`src/pkg/seq_map.svh`:
```
// Register offsets, field positions, reset values and timing counts
//
// Summary of operation
// - Reset leaves sequencer asleep until power-on set
// - Start, then proximity, wait, ambient when enabled
// - Power-off skips the wait, runs the cycle's remaining conversions, then sleeps
// - Power-on bit is bit 0, register 0
// - Both light channels integrate, latch together
// - Light results double-buffered against torn reads
// - Duration is 2.72 ms times (256 - setting)
// - Wait counts 2.72 ms steps, 1 to 256
// - Two-bit gain field: 1, 8, 16, 120
// - Proximity diode: infrared, broadband or both
// - Proximity count latched at integration end
// - Drive field picks 100, 25, 12.5 mA sink
// - 1 to 255 emitter pulses, 16 us each
// - One step delay after power-on before start
// - Stretch bit makes wait steps twelve times longer
// - Light end latches data, sets interrupt status
`ifndef SEQ_MAP_SVH
`define SEQ_MAP_SVH

`define ADDR_ENABLE 8'h00
`define ADDR_LIGHT_TIME 8'h01
`define ADDR_NEAR_TIME 8'h02
`define ADDR_PAUSE_TIME 8'h03
`define ADDR_CONFIG 8'h04
`define ADDR_PULSE_COUNT 8'h05
`define ADDR_CONTROL 8'h06
`define ADDR_STATUS 8'h07
`define ADDR_BROAD_LO 8'h08
`define ADDR_BROAD_HI 8'h09
`define ADDR_IR_LO 8'h0A
`define ADDR_IR_HI 8'h0B
`define ADDR_NEAR_LO 8'h0C
`define ADDR_NEAR_HI 8'h0D

`define BIT_POWER_ON 0
`define BIT_LIGHT_EN 1
`define BIT_NEAR_EN 2
`define BIT_PAUSE_EN 3
`define BIT_INT_EN 4
`define BIT_STRETCH 1
`define BIT_LIGHT_VALID 0
`define BIT_NEAR_VALID 1
`define BIT_LIGHT_INT 4
`define POS_GAIN 0
`define POS_DIODE 4
`define POS_DRIVE 6

`define RST_ENABLE 8'h00
`define RST_TIME 8'hFF
`define RST_CONFIG 8'h00
`define RST_PULSE_COUNT 8'h00
`define RST_CONTROL 8'h00

`define CLK_PERIOD_NS 20
`define STEP_TIME_NS 2720000
`define STEP_CYCLES (`STEP_TIME_NS / `CLK_PERIOD_NS)
`define PULSE_PERIOD_NS 16000
`define PULSE_PERIOD_CYCLES (`PULSE_PERIOD_NS / `CLK_PERIOD_NS)
`define PULSE_ON_NS 7300
`define PULSE_ON_CYCLES (`PULSE_ON_NS / `CLK_PERIOD_NS)
`define STRETCH_FACTOR 12

`endif

```
`src/pkg/seq_pkg.sv`:
```
// Types shared by the measurement sequencer
package seq_pkg;

    // Gray along sleep, power-up, start, pulses, integrate, wait, light
    typedef enum logic [2:0] {
        ST_SLEEP = 3'h0,
        ST_POWERUP = 3'h1,
        ST_START = 3'h3,
        ST_NEAR_PULSE = 3'h2,
        ST_NEAR_INTEG = 3'h6,
        ST_PAUSE = 3'h7,
        ST_LIGHT = 3'h5
    } seq_state_e;

    typedef logic [7:0] byte_t;

endpackage : seq_pkg

```
`src/hdl/step_tick_gen.sv`:
```
// Step time base: one-cycle tick every STEP_CYCLES, restartable
`timescale 1ns/100ps
`default_nettype none
`include "seq_map.svh"
module step_tick_gen #(
    parameter int STEP_CYCLES = `STEP_CYCLES
) (
    // Clock and reset
    input wire logic clk,
    input wire logic rst,
    // Control
    input wire logic restart,
    output logic tick
);
    logic [31:0] cnt;
    logic [31:0] next_cnt;
    logic next_tick;

    always_comb begin
        next_tick = 1'b0;
        if (restart) begin
            next_cnt = 32'h0;
        end else if (cnt == 32'(STEP_CYCLES - 1)) begin
            next_cnt = 32'h0;
            next_tick = 1'b1;
        end else begin
            next_cnt = cnt + 32'h1;
        end
    end

    always_ff @(posedge clk or posedge rst) begin
        if (rst) begin
            cnt <= 32'h0;
            tick <= 1'b0;
        end else begin
            cnt <= next_cnt;
            tick <= next_tick;
        end
    end
endmodule : step_tick_gen
`default_nettype wire

```
`src/hdl/emitter_pulse_gen.sv`:
```
// Emitter burst: N pulses of fixed period, sink on for part of each
`timescale 1ns/100ps
`default_nettype none
`include "seq_map.svh"
module emitter_pulse_gen #(
    parameter int PERIOD_CYCLES = `PULSE_PERIOD_CYCLES,
    parameter int ON_CYCLES = `PULSE_ON_CYCLES
) (
    // Clock and reset
    input wire logic clk,
    input wire logic rst,
    // Burst control
    input wire logic start,
    input wire logic [7:0] count,
    output logic sink_on,
    output logic done
);
    logic busy;
    logic [15:0] phase;
    logic [7:0] left;
    logic next_busy;
    logic [15:0] next_phase;
    logic [7:0] next_left;
    logic next_sink_on;
    logic next_done;

    always_comb begin
        next_busy = busy;
        next_phase = phase;
        next_left = left;
        next_done = 1'b0;
        if (start) begin
            // A zero count gives no pulse at all
            next_busy = (count != 8'h00);
            next_done = (count == 8'h00);
            next_phase = 16'h0;
            next_left = count;
        end else if (busy) begin
            if (phase == 16'(PERIOD_CYCLES - 1)) begin
                next_phase = 16'h0;
                next_left = left - 8'h01;
                if (left == 8'h01) begin
                    next_busy = 1'b0;
                    next_done = 1'b1;
                end
            end else begin
                next_phase = phase + 16'h1;
            end
        end
        next_sink_on = next_busy && (next_phase < 16'(ON_CYCLES));
    end

    always_ff @(posedge clk or posedge rst) begin
        if (rst) begin
            busy <= 1'b0;
            phase <= 16'h0;
            left <= 8'h00;
            sink_on <= 1'b0;
            done <= 1'b0;
        end else begin
            busy <= next_busy;
            phase <= next_phase;
            left <= next_left;
            sink_on <= next_sink_on;
            done <= next_done;
        end
    end
endmodule : emitter_pulse_gen
`default_nettype wire

```
`src/hdl/light_prox_measurement_sequencer.sv`:
```
// Light and proximity measurement sequencer with its register file
`timescale 1ns/100ps
`default_nettype none
`include "seq_map.svh"
module light_prox_measurement_sequencer #(
    parameter int STEP_CYCLES = `STEP_CYCLES,
    parameter int PULSE_ON_CYCLES = `PULSE_ON_CYCLES
) (
    // Clock and reset
    input wire logic CLK_SYS,
    input wire logic RST,
    // Register port
    input wire logic [7:0] ADDR,
    input wire logic [7:0] WDATA,
    input wire logic WR,
    input wire logic RD,
    output logic [7:0] RDATA,
    // Converter results
    input wire logic [15:0] BROADBAND_RESULT,
    input wire logic [15:0] INFRARED_RESULT,
    input wire logic [15:0] NEAR_RESULT,
    // Converter and emitter control
    output logic LIGHT_INTEGRATE,
    output logic NEAR_INTEGRATE,
    output logic [1:0] LIGHT_GAIN_SEL,
    output logic [1:0] NEAR_DIODE_SEL,
    output logic [1:0] EMITTER_DRIVE_SEL,
    output logic EMITTER_SINK_PIN,
    output logic LOW_POWER,
    output logic LIGHT_INT
);
    seq_pkg::seq_state_e state, next_state;
    seq_pkg::byte_t enable, next_enable;
    seq_pkg::byte_t light_integ_time, next_light_integ_time;
    seq_pkg::byte_t near_integ_time, next_near_integ_time;
    seq_pkg::byte_t pause_time, next_pause_time;
    seq_pkg::byte_t config_reg, next_config_reg;
    seq_pkg::byte_t emitter_pulse_count, next_emitter_pulse_count;
    seq_pkg::byte_t control, next_control;
    seq_pkg::byte_t read_value, broad_hi_shadow, next_broad_hi_shadow;
    seq_pkg::byte_t ir_hi_shadow, next_ir_hi_shadow;
    seq_pkg::byte_t near_hi_shadow, next_near_hi_shadow;
    logic [15:0] broadband_count, next_broadband_count;
    logic [15:0] infrared_count, next_infrared_count;
    logic [15:0] near_count, next_near_count;
    logic light_valid, next_light_valid;
    logic near_valid, next_near_valid;
    logic light_int, next_light_int;
    logic [8:0] steps, next_steps;
    logic [3:0] sub, next_sub;
    logic tick;
    logic restart;
    logic pulse_start;
    logic pulse_done;
    logic light_latch;
    logic near_latch;
    logic power_on_bit;
    logic light_enable;
    logic near_enable;
    logic pause_enable;
    logic pause_stretch;
    logic step_hit;

    assign power_on_bit = enable[`BIT_POWER_ON];
    assign light_enable = enable[`BIT_LIGHT_EN];
    assign near_enable = enable[`BIT_NEAR_EN];
    assign pause_enable = enable[`BIT_PAUSE_EN];
    assign pause_stretch = config_reg[`BIT_STRETCH];
    assign restart = (next_state != state);

    // Register setting t gives 256 - t whole steps
    function automatic logic [8:0] step_total(input logic [7:0] t);
        step_total = 9'h100 - {1'b0, t};
    endfunction : step_total

    step_tick_gen #(
        .STEP_CYCLES(STEP_CYCLES)
    ) u_tick (
        .clk(CLK_SYS),
        .rst(RST),
        .restart(restart),
        .tick(tick)
    );

    emitter_pulse_gen #(
        .ON_CYCLES(PULSE_ON_CYCLES)
    ) u_pulse (
        .clk(CLK_SYS),
        .rst(RST),
        .start(pulse_start),
        .count(emitter_pulse_count),
        .sink_on(EMITTER_SINK_PIN),
        .done(pulse_done)
    );

    // Sequencer
    always_comb begin
        next_state = state;
        next_steps = steps;
        next_sub = sub;
        pulse_start = 1'b0;
        light_latch = 1'b0;
        near_latch = 1'b0;
        step_hit = 1'b0;
        case (state)
            seq_pkg::ST_SLEEP: begin
                if (power_on_bit) begin
                    next_state = seq_pkg::ST_POWERUP;
                end
            end
            seq_pkg::ST_POWERUP: begin
                if (!power_on_bit) begin
                    next_state = seq_pkg::ST_SLEEP;
                end else if (tick) begin
                    next_state = seq_pkg::ST_START;
                end
            end
            seq_pkg::ST_START: begin
                if (near_enable) begin
                    next_state = seq_pkg::ST_NEAR_PULSE;
                    pulse_start = 1'b1;
                end else if (pause_enable && power_on_bit) begin
                    next_state = seq_pkg::ST_PAUSE;
                end else if (light_enable) begin
                    next_state = seq_pkg::ST_LIGHT;
                end else if (!power_on_bit) begin
                    next_state = seq_pkg::ST_SLEEP;
                end
            end
            seq_pkg::ST_NEAR_PULSE: begin
                if (pulse_done) begin
                    next_state = seq_pkg::ST_NEAR_INTEG;
                end
            end
            seq_pkg::ST_NEAR_INTEG: begin
                step_hit = tick && (steps + 9'h1 == step_total(near_integ_time));
                if (tick) begin
                    next_steps = steps + 9'h1;
                end
                if (step_hit) begin
                    near_latch = 1'b1;
                    // Power-off skips only the wait, never a conversion
                    if (pause_enable && power_on_bit) begin
                        next_state = seq_pkg::ST_PAUSE;
                    end else if (light_enable) begin
                        next_state = seq_pkg::ST_LIGHT;
                    end else begin
                        next_state = power_on_bit ? seq_pkg::ST_START
                                                  : seq_pkg::ST_SLEEP;
                    end
                end
            end
            seq_pkg::ST_PAUSE: begin
                if (tick) begin
                    if (pause_stretch
                        && sub != 4'(`STRETCH_FACTOR - 1)) begin
                        next_sub = sub + 4'h1;
                    end else begin
                        next_sub = 4'h0;
                        next_steps = steps + 9'h1;
                        step_hit = (steps + 9'h1
                                    == step_total(pause_time));
                    end
                end
                if (step_hit || !power_on_bit) begin
                    if (light_enable) begin
                        next_state = seq_pkg::ST_LIGHT;
                    end else begin
                        next_state = power_on_bit ? seq_pkg::ST_START
                                                  : seq_pkg::ST_SLEEP;
                    end
                end
            end
            seq_pkg::ST_LIGHT: begin
                step_hit = tick
                    && (steps + 9'h1 == step_total(light_integ_time));
                if (tick) begin
                    next_steps = steps + 9'h1;
                end
                if (step_hit) begin
                    light_latch = 1'b1;
                    next_state = power_on_bit ? seq_pkg::ST_START
                                              : seq_pkg::ST_SLEEP;
                end
            end
            default: begin
                next_state = seq_pkg::ST_SLEEP;
            end
        endcase
        if (restart) begin
            next_steps = 9'h0;
            next_sub = 4'h0;
        end
    end

    // Register file and result capture
    always_comb begin
        next_enable = enable;
        next_light_integ_time = light_integ_time;
        next_near_integ_time = near_integ_time;
        next_pause_time = pause_time;
        next_config_reg = config_reg;
        next_emitter_pulse_count = emitter_pulse_count;
        next_control = control;
        next_broadband_count = broadband_count;
        next_infrared_count = infrared_count;
        next_near_count = near_count;
        next_broad_hi_shadow = broad_hi_shadow;
        next_ir_hi_shadow = ir_hi_shadow;
        next_near_hi_shadow = near_hi_shadow;
        next_light_valid = light_valid;
        next_near_valid = near_valid;
        next_light_int = light_int;
        if (WR) begin
            case (ADDR)
                `ADDR_ENABLE: next_enable = WDATA;
                `ADDR_LIGHT_TIME: next_light_integ_time = WDATA;
                `ADDR_NEAR_TIME: next_near_integ_time = WDATA;
                `ADDR_PAUSE_TIME: next_pause_time = WDATA;
                `ADDR_CONFIG: next_config_reg = WDATA;
                `ADDR_PULSE_COUNT: next_emitter_pulse_count = WDATA;
                `ADDR_CONTROL: next_control = WDATA;
                `ADDR_STATUS: begin
                    // Write one to clear; a same-cycle set still wins below
                    next_light_valid = light_valid & ~WDATA[`BIT_LIGHT_VALID];
                    next_near_valid = near_valid & ~WDATA[`BIT_NEAR_VALID];
                    next_light_int = light_int & ~WDATA[`BIT_LIGHT_INT];
                end
                default: begin
                end
            endcase
        end
        // Low byte read freezes the high byte for the following read
        if (RD && ADDR == `ADDR_BROAD_LO) begin
            next_broad_hi_shadow = broadband_count[15:8];
        end
        if (RD && ADDR == `ADDR_IR_LO) begin
            next_ir_hi_shadow = infrared_count[15:8];
        end
        if (RD && ADDR == `ADDR_NEAR_LO) begin
            next_near_hi_shadow = near_count[15:8];
        end
        if (light_latch) begin
            next_broadband_count = BROADBAND_RESULT;
            next_infrared_count = INFRARED_RESULT;
            next_light_valid = 1'b1;
            next_light_int = 1'b1;
        end
        if (near_latch) begin
            next_near_count = NEAR_RESULT;
            next_near_valid = 1'b1;
        end
    end

    // Read mux; data appear the cycle after the strobe
    always_comb begin
        case (ADDR)
            `ADDR_ENABLE: read_value = enable;
            `ADDR_LIGHT_TIME: read_value = light_integ_time;
            `ADDR_NEAR_TIME: read_value = near_integ_time;
            `ADDR_PAUSE_TIME: read_value = pause_time;
            `ADDR_CONFIG: read_value = config_reg;
            `ADDR_PULSE_COUNT: read_value = emitter_pulse_count;
            `ADDR_CONTROL: read_value = control;
            `ADDR_STATUS: read_value = {state, light_int, 2'b00,
                                        near_valid, light_valid};
            `ADDR_BROAD_LO: read_value = broadband_count[7:0];
            `ADDR_BROAD_HI: read_value = broad_hi_shadow;
            `ADDR_IR_LO: read_value = infrared_count[7:0];
            `ADDR_IR_HI: read_value = ir_hi_shadow;
            `ADDR_NEAR_LO: read_value = near_count[7:0];
            `ADDR_NEAR_HI: read_value = near_hi_shadow;
            default: read_value = 8'h00;
        endcase
    end

    always_ff @(posedge CLK_SYS or posedge RST) begin
        if (RST) begin
            state <= seq_pkg::ST_SLEEP;
            steps <= 9'h000;
            sub <= 4'h0;
            enable <= `RST_ENABLE;
            light_integ_time <= `RST_TIME;
            near_integ_time <= `RST_TIME;
            pause_time <= `RST_TIME;
            config_reg <= `RST_CONFIG;
            emitter_pulse_count <= `RST_PULSE_COUNT;
            control <= `RST_CONTROL;
            broadband_count <= 16'h0000;
            infrared_count <= 16'h0000;
            near_count <= 16'h0000;
            broad_hi_shadow <= 8'h00;
            ir_hi_shadow <= 8'h00;
            near_hi_shadow <= 8'h00;
            light_valid <= 1'b0;
            near_valid <= 1'b0;
            light_int <= 1'b0;
            RDATA <= 8'h00;
            LIGHT_INTEGRATE <= 1'b0;
            NEAR_INTEGRATE <= 1'b0;
            LIGHT_GAIN_SEL <= 2'b00;
            NEAR_DIODE_SEL <= 2'b00;
            EMITTER_DRIVE_SEL <= 2'b00;
            LOW_POWER <= 1'b1;
            LIGHT_INT <= 1'b0;
        end else begin
            state <= next_state;
            steps <= next_steps;
            sub <= next_sub;
            enable <= next_enable;
            light_integ_time <= next_light_integ_time;
            near_integ_time <= next_near_integ_time;
            pause_time <= next_pause_time;
            config_reg <= next_config_reg;
            emitter_pulse_count <= next_emitter_pulse_count;
            control <= next_control;
            broadband_count <= next_broadband_count;
            infrared_count <= next_infrared_count;
            near_count <= next_near_count;
            broad_hi_shadow <= next_broad_hi_shadow;
            ir_hi_shadow <= next_ir_hi_shadow;
            near_hi_shadow <= next_near_hi_shadow;
            light_valid <= next_light_valid;
            near_valid <= next_near_valid;
            light_int <= next_light_int;
            RDATA <= RD ? read_value : 8'h00;
            LIGHT_INTEGRATE <= (next_state == seq_pkg::ST_LIGHT);
            NEAR_INTEGRATE <= (next_state == seq_pkg::ST_NEAR_PULSE)
                || (next_state == seq_pkg::ST_NEAR_INTEG);
            LIGHT_GAIN_SEL <= next_control[`POS_GAIN +: 2];
            NEAR_DIODE_SEL <= next_control[`POS_DIODE +: 2];
            EMITTER_DRIVE_SEL <= next_control[`POS_DRIVE +: 2];
            LOW_POWER <= (next_state == seq_pkg::ST_SLEEP);
            LIGHT_INT <= next_light_int && next_enable[`BIT_INT_EN];
        end
    end
endmodule : light_prox_measurement_sequencer
`default_nettype wire

```
`config.mk`:
```
export PLATFORM = sky130hd
export DESIGN_NAME = light_prox_measurement_sequencer
export DESIGN_NICKNAME = d
export VERILOG_FILES = /design/src/pkg/seq_pkg.sv /design/src/hdl/step_tick_gen.sv /design/src/hdl/emitter_pulse_gen.sv /design/src/hdl/light_prox_measurement_sequencer.sv
export VERILOG_INCLUDE_DIRS = /design/src /design/src/pkg
export SDC_FILE = /design/constraint.sdc
export NUM_CORES = 1
export LEC_CHECK = 0
export BUFFER_PORTS_ARGS = -buffer_cell sky130_fd_sc_hd__buf_2
export CAP_MARGIN = 20
export CORE_ASPECT_RATIO = 1.4
export CORE_UTILIZATION = 35
export CTS_BUF_LIST = sky130_fd_sc_hd__clkbuf_8
export DETAILED_ROUTE_END_ITERATION = 12
export GPL_TIMING_DRIVEN = 0
export PLACE_DENSITY = 0.55
export SLEW_MARGIN = 10
export SYNTH_ARGS = -nofsm -noshare
export SYNTH_HDL_FRONTEND = slang
export SYNTH_SLANG_ARGS = --single-unit
```
`constraint.sdc`:
```
create_clock -name CLK_SYS -period 8.1 [get_ports CLK_SYS]
set_input_delay 1.215 -clock CLK_SYS [delete_from_list [all_inputs] [get_ports CLK_SYS]]
set_output_delay 1.215 -clock CLK_SYS [all_outputs]
set_load 0.02 [all_outputs]
```
==> summary.md <==
| Metric | Value |
|---|---|
| Dpl cell area | 12,200 µm² |
| Largest net degree at the start of global routing | 106 |
| DRC | 0 |
| CP endpoint kind | flip-flop |
| Fin Clk Skew | 32.5 ps |
| Achievable clock frequency | 246 MHz |
| Critical path arrival | 4480 ps |
| Area growth syn-to-layout | 14.9% |
| Slew Viols, Final | 0 |
| Root buf cell | clkbuf_8 |
| Part of the cycle the worst path needs | 50.2% |
| H-tree depth | 2 |
| Most flop-heavy register | u_tick.cnt |
| Post-synth EDFFs | 0 |
| Diodes inserted | 0 |
| Max Buffers Root-to-Sink | 3 |
| Synthesized area per cell | 10.9 µm² |
| Tmin final | 4070 ps |
| Net Sw Frac | 26.0% |
| CTS tree | done |
| WS Path Type | flip-flop to flip-flop |
| Commonest cells in the netlist | dfrtp_1, mux2_2, nand2_1 |
| HPWL Detailed | 21.6 mm |
| Status | complete, no violations |
| Power share of the combinational group | 9.0% |
| Post-CTS sizing | 0 |
| Core Area | 31,600 µm² |
| Synth cell types | 63 |
| Starting DRC count in detailed routing | 376 |
| Initial DRT Pass Iterations | 5 |
| Starting Density | 35.6% |
| Cell area after synthesis | 11,300 µm² |
| IO Count | 87 |
| Power per cell area | 178 nW/µm² |
| Tightest Pin Transition | 889 ps |
| Post-synthesis cell count | 1,029 |
| Top-area cell type share of the netlist area | 43.1% |
| Flops & latches, synth | 219 |
| Ranking of synthesized cells by area | dfrtp_1, mux2_2, dfstp_2 |
| Clock sinks | 219 |
| Design Area, Final | 12,900 µm² |
| Max-Cap Viols | 0 |
| Cell internal pwr | 1.70 mW |
| Syn Nets | 1,106 |
| Share of total power in sequential cells | 50.8% |
| Max FFs per register | 32 |
| Die area | 32,900 µm² |
| DRT Wirelength | 29.2 mm |
| Overflow after GRT | 0 |
| Placer Congestion | 0.848 |
| Row cnt | 77 |
| Routed wire length per instance | 18.5 µm |
| Leak | 5.93 nW |
| GRT Overall Usage | 18.3% |
| Hold Vio Cnt, Final | 0 |
| Max Fanout on Critical Path | 10 |
| Max rail drop VDD | 0.130 mV |
| Vias per cell | 5.36 |
| Net switching power | 0.600 mW |
| PortBufs | 83 |
| Synth async-reset ratio | 100% |
| Cts bufs inserted | 37 |
| Synthesis Warnings | 0 |
| Die W | 154 µm |
| First-pass GRT wire length | 47.6 mm |
| Clock Latency Late Sink | 560 ps |
| Final setup fails | 0 |
| Yosys top cell by area | dfrtp_1 |
| Clock power frac | 40.2% |
| Vias in the first global route | 8,784 |
| Synth Flop Type | dfrtp_1 |
| Final core occ | 40.9% |
| Worst Hold Class | flip-flop to flip-flop |
| CTS clk-pin slew, worst paths | 60 ps |
| Most common cell in the netlist | dfrtp_1 |
| Layout cells sized above 1 | 28.1% |
| CTS Hold Buffers Added | 0 |
| Vias | 8,455 |
| Post-DRT Antenna Nets | 0 |
| Die height | 214 µm |
| Fillers | 3,125 |
| Overall power | 2.31 mW |
| Final nets | 1,233 |
| Post-synthesis sequential area ratio | 48.9% |
| Setup Fix Bufs, Post-CTS | 0 |
| RSZ-0062 raised after global routing | false |
| Initial antenna violation count | 0 |
| CP required | 8520 ps |
| Worst rel slew slack | 40.5% |
| Crit start category | flip-flop |
==> worst paths after layout <==
kind / from / endpoint / slack (ps) / cells past startpoint
max: steps[0] / infrared_count[4] / 4030 / 9
min: near_valid / near_valid / 470 / 2
min reg2reg: near_valid / near_valid / 470 / 2
max in group asynchronous: RST / infrared_count[1] / 6250 / 4
min in group asynchronous: RST / u_pulse.phase[1] / 590 / 2
max reg2reg: steps[0] / infrared_count[4] / 4030 / 9
==> power groups by stage <==
| stage | Combinational [mW] | Clock (mW) | Sequential (mW) |
|---|---|---|---|
| global placement | 0.203 | 0 | 1.19 |
| detailed placement | 0.210 | 0 | 1.19 |
| floorplan | 0.150 | 0 | 1.18 |
| finish | 0.207 | 0.926 | 1.17 |
| CTS | 0.210 | 0.967 | 1.17 |
| global route | 0.233 | 1.02 | 1.18 |
==> layout by cell type, fill, tap and decap left out, types with 8 or more instances in the layout <==
master and instances:
xor2_1 41, dfrtp_1 194, nand4_1 18, mux2i_1 11, nand3_1 37, nor2_1 62, buf_2 89, nand2b_1 8
nor3_1 52, o21ai_0 28, buf_6 8, or3_1 11, ha_1 9, xnor2_1 46, and3_1 21, nand2_1 72
mux2_2 127, a221oi_1 12, o21a_1 8, clkbuf_1 25, inv_1 37, clkbuf_8 42, a31oi_1 16, a21oi_1 21
nor3_2 16, dfstp_2 25, nor4_1 20, a22oi_1 21, or4_1 12
==> stage by stage <==
step	hold slack [ps]	setup WS [ps]	cells	TNS (ps)
floorplan	437	934	1029	0
global placement	451	-1840	1507	-352980
detailed placement	458	3740	1510	0
CTS	472	3940	1576	0
global route	519	3700	1578	0
finish	470	4030	1578	0
==> per-layer routing <==
| layer | wire, µm | vias up | share of wire [%] | global-route usage, % |
|---|---|---|---|---|
| met1 | 11200 | 4129 | 38 | 20.1 |
| met2 | 15200 | 223 | 52 | 32.9 |
| met4 | 1610 | 0 | 5.5 | 10.2 |
| li1 | - | 4017 | - | - |
| met5 | 0 | - | 0 | 0 |
| met3 | 1220 | 86 | 4.2 | 3.42 |
==> worst max-delay path, cell delays in order (launching register included) <==
cell      delay [ps]
dfrtp_1          350
clkbuf_1         360
nand3_1          270
nor3_1           580
nor2_1           150
xnor3_1          410
or3_1            390
nor3_2           630
buf_2            420
mux2_2           370
==> cell families (layout without fill, tap and decap cells) <==
kind of cell             count (synthesis)  in the layout  share of synthesized area [%]
buffers and inverters                   66            220                           2.99
AND/OR/NAND/NOR                        362            362                           17.3
XOR/XNOR                                88             88                           6.97
multiplexers                           139            139                           13.9
flip-flops                             219            219                           48.9
AO/OA/AOI/OAI                          146            146                           8.92
adder cells (fa/ha/maj)                  9              9                           1.00
==> final cells by class <==
class / count / area, µm² / area share (%)
Buffer: 47 / 265 / 2.05
Clock buffer: 42 / 578 / 4.47
Clock inverter: 24 / 106 / 0.822
Inverter: 19 / 78.8 / 0.609
Multi-Input combinational cell: 744 / 5410 / 41.8
Sequential cell: 219 / 5510 / 42.6
Tap cell: 395 / 494 / 3.82
Timing Repair Buffer: 88 / 490 / 3.79
(Power assumes the default switching activity.)
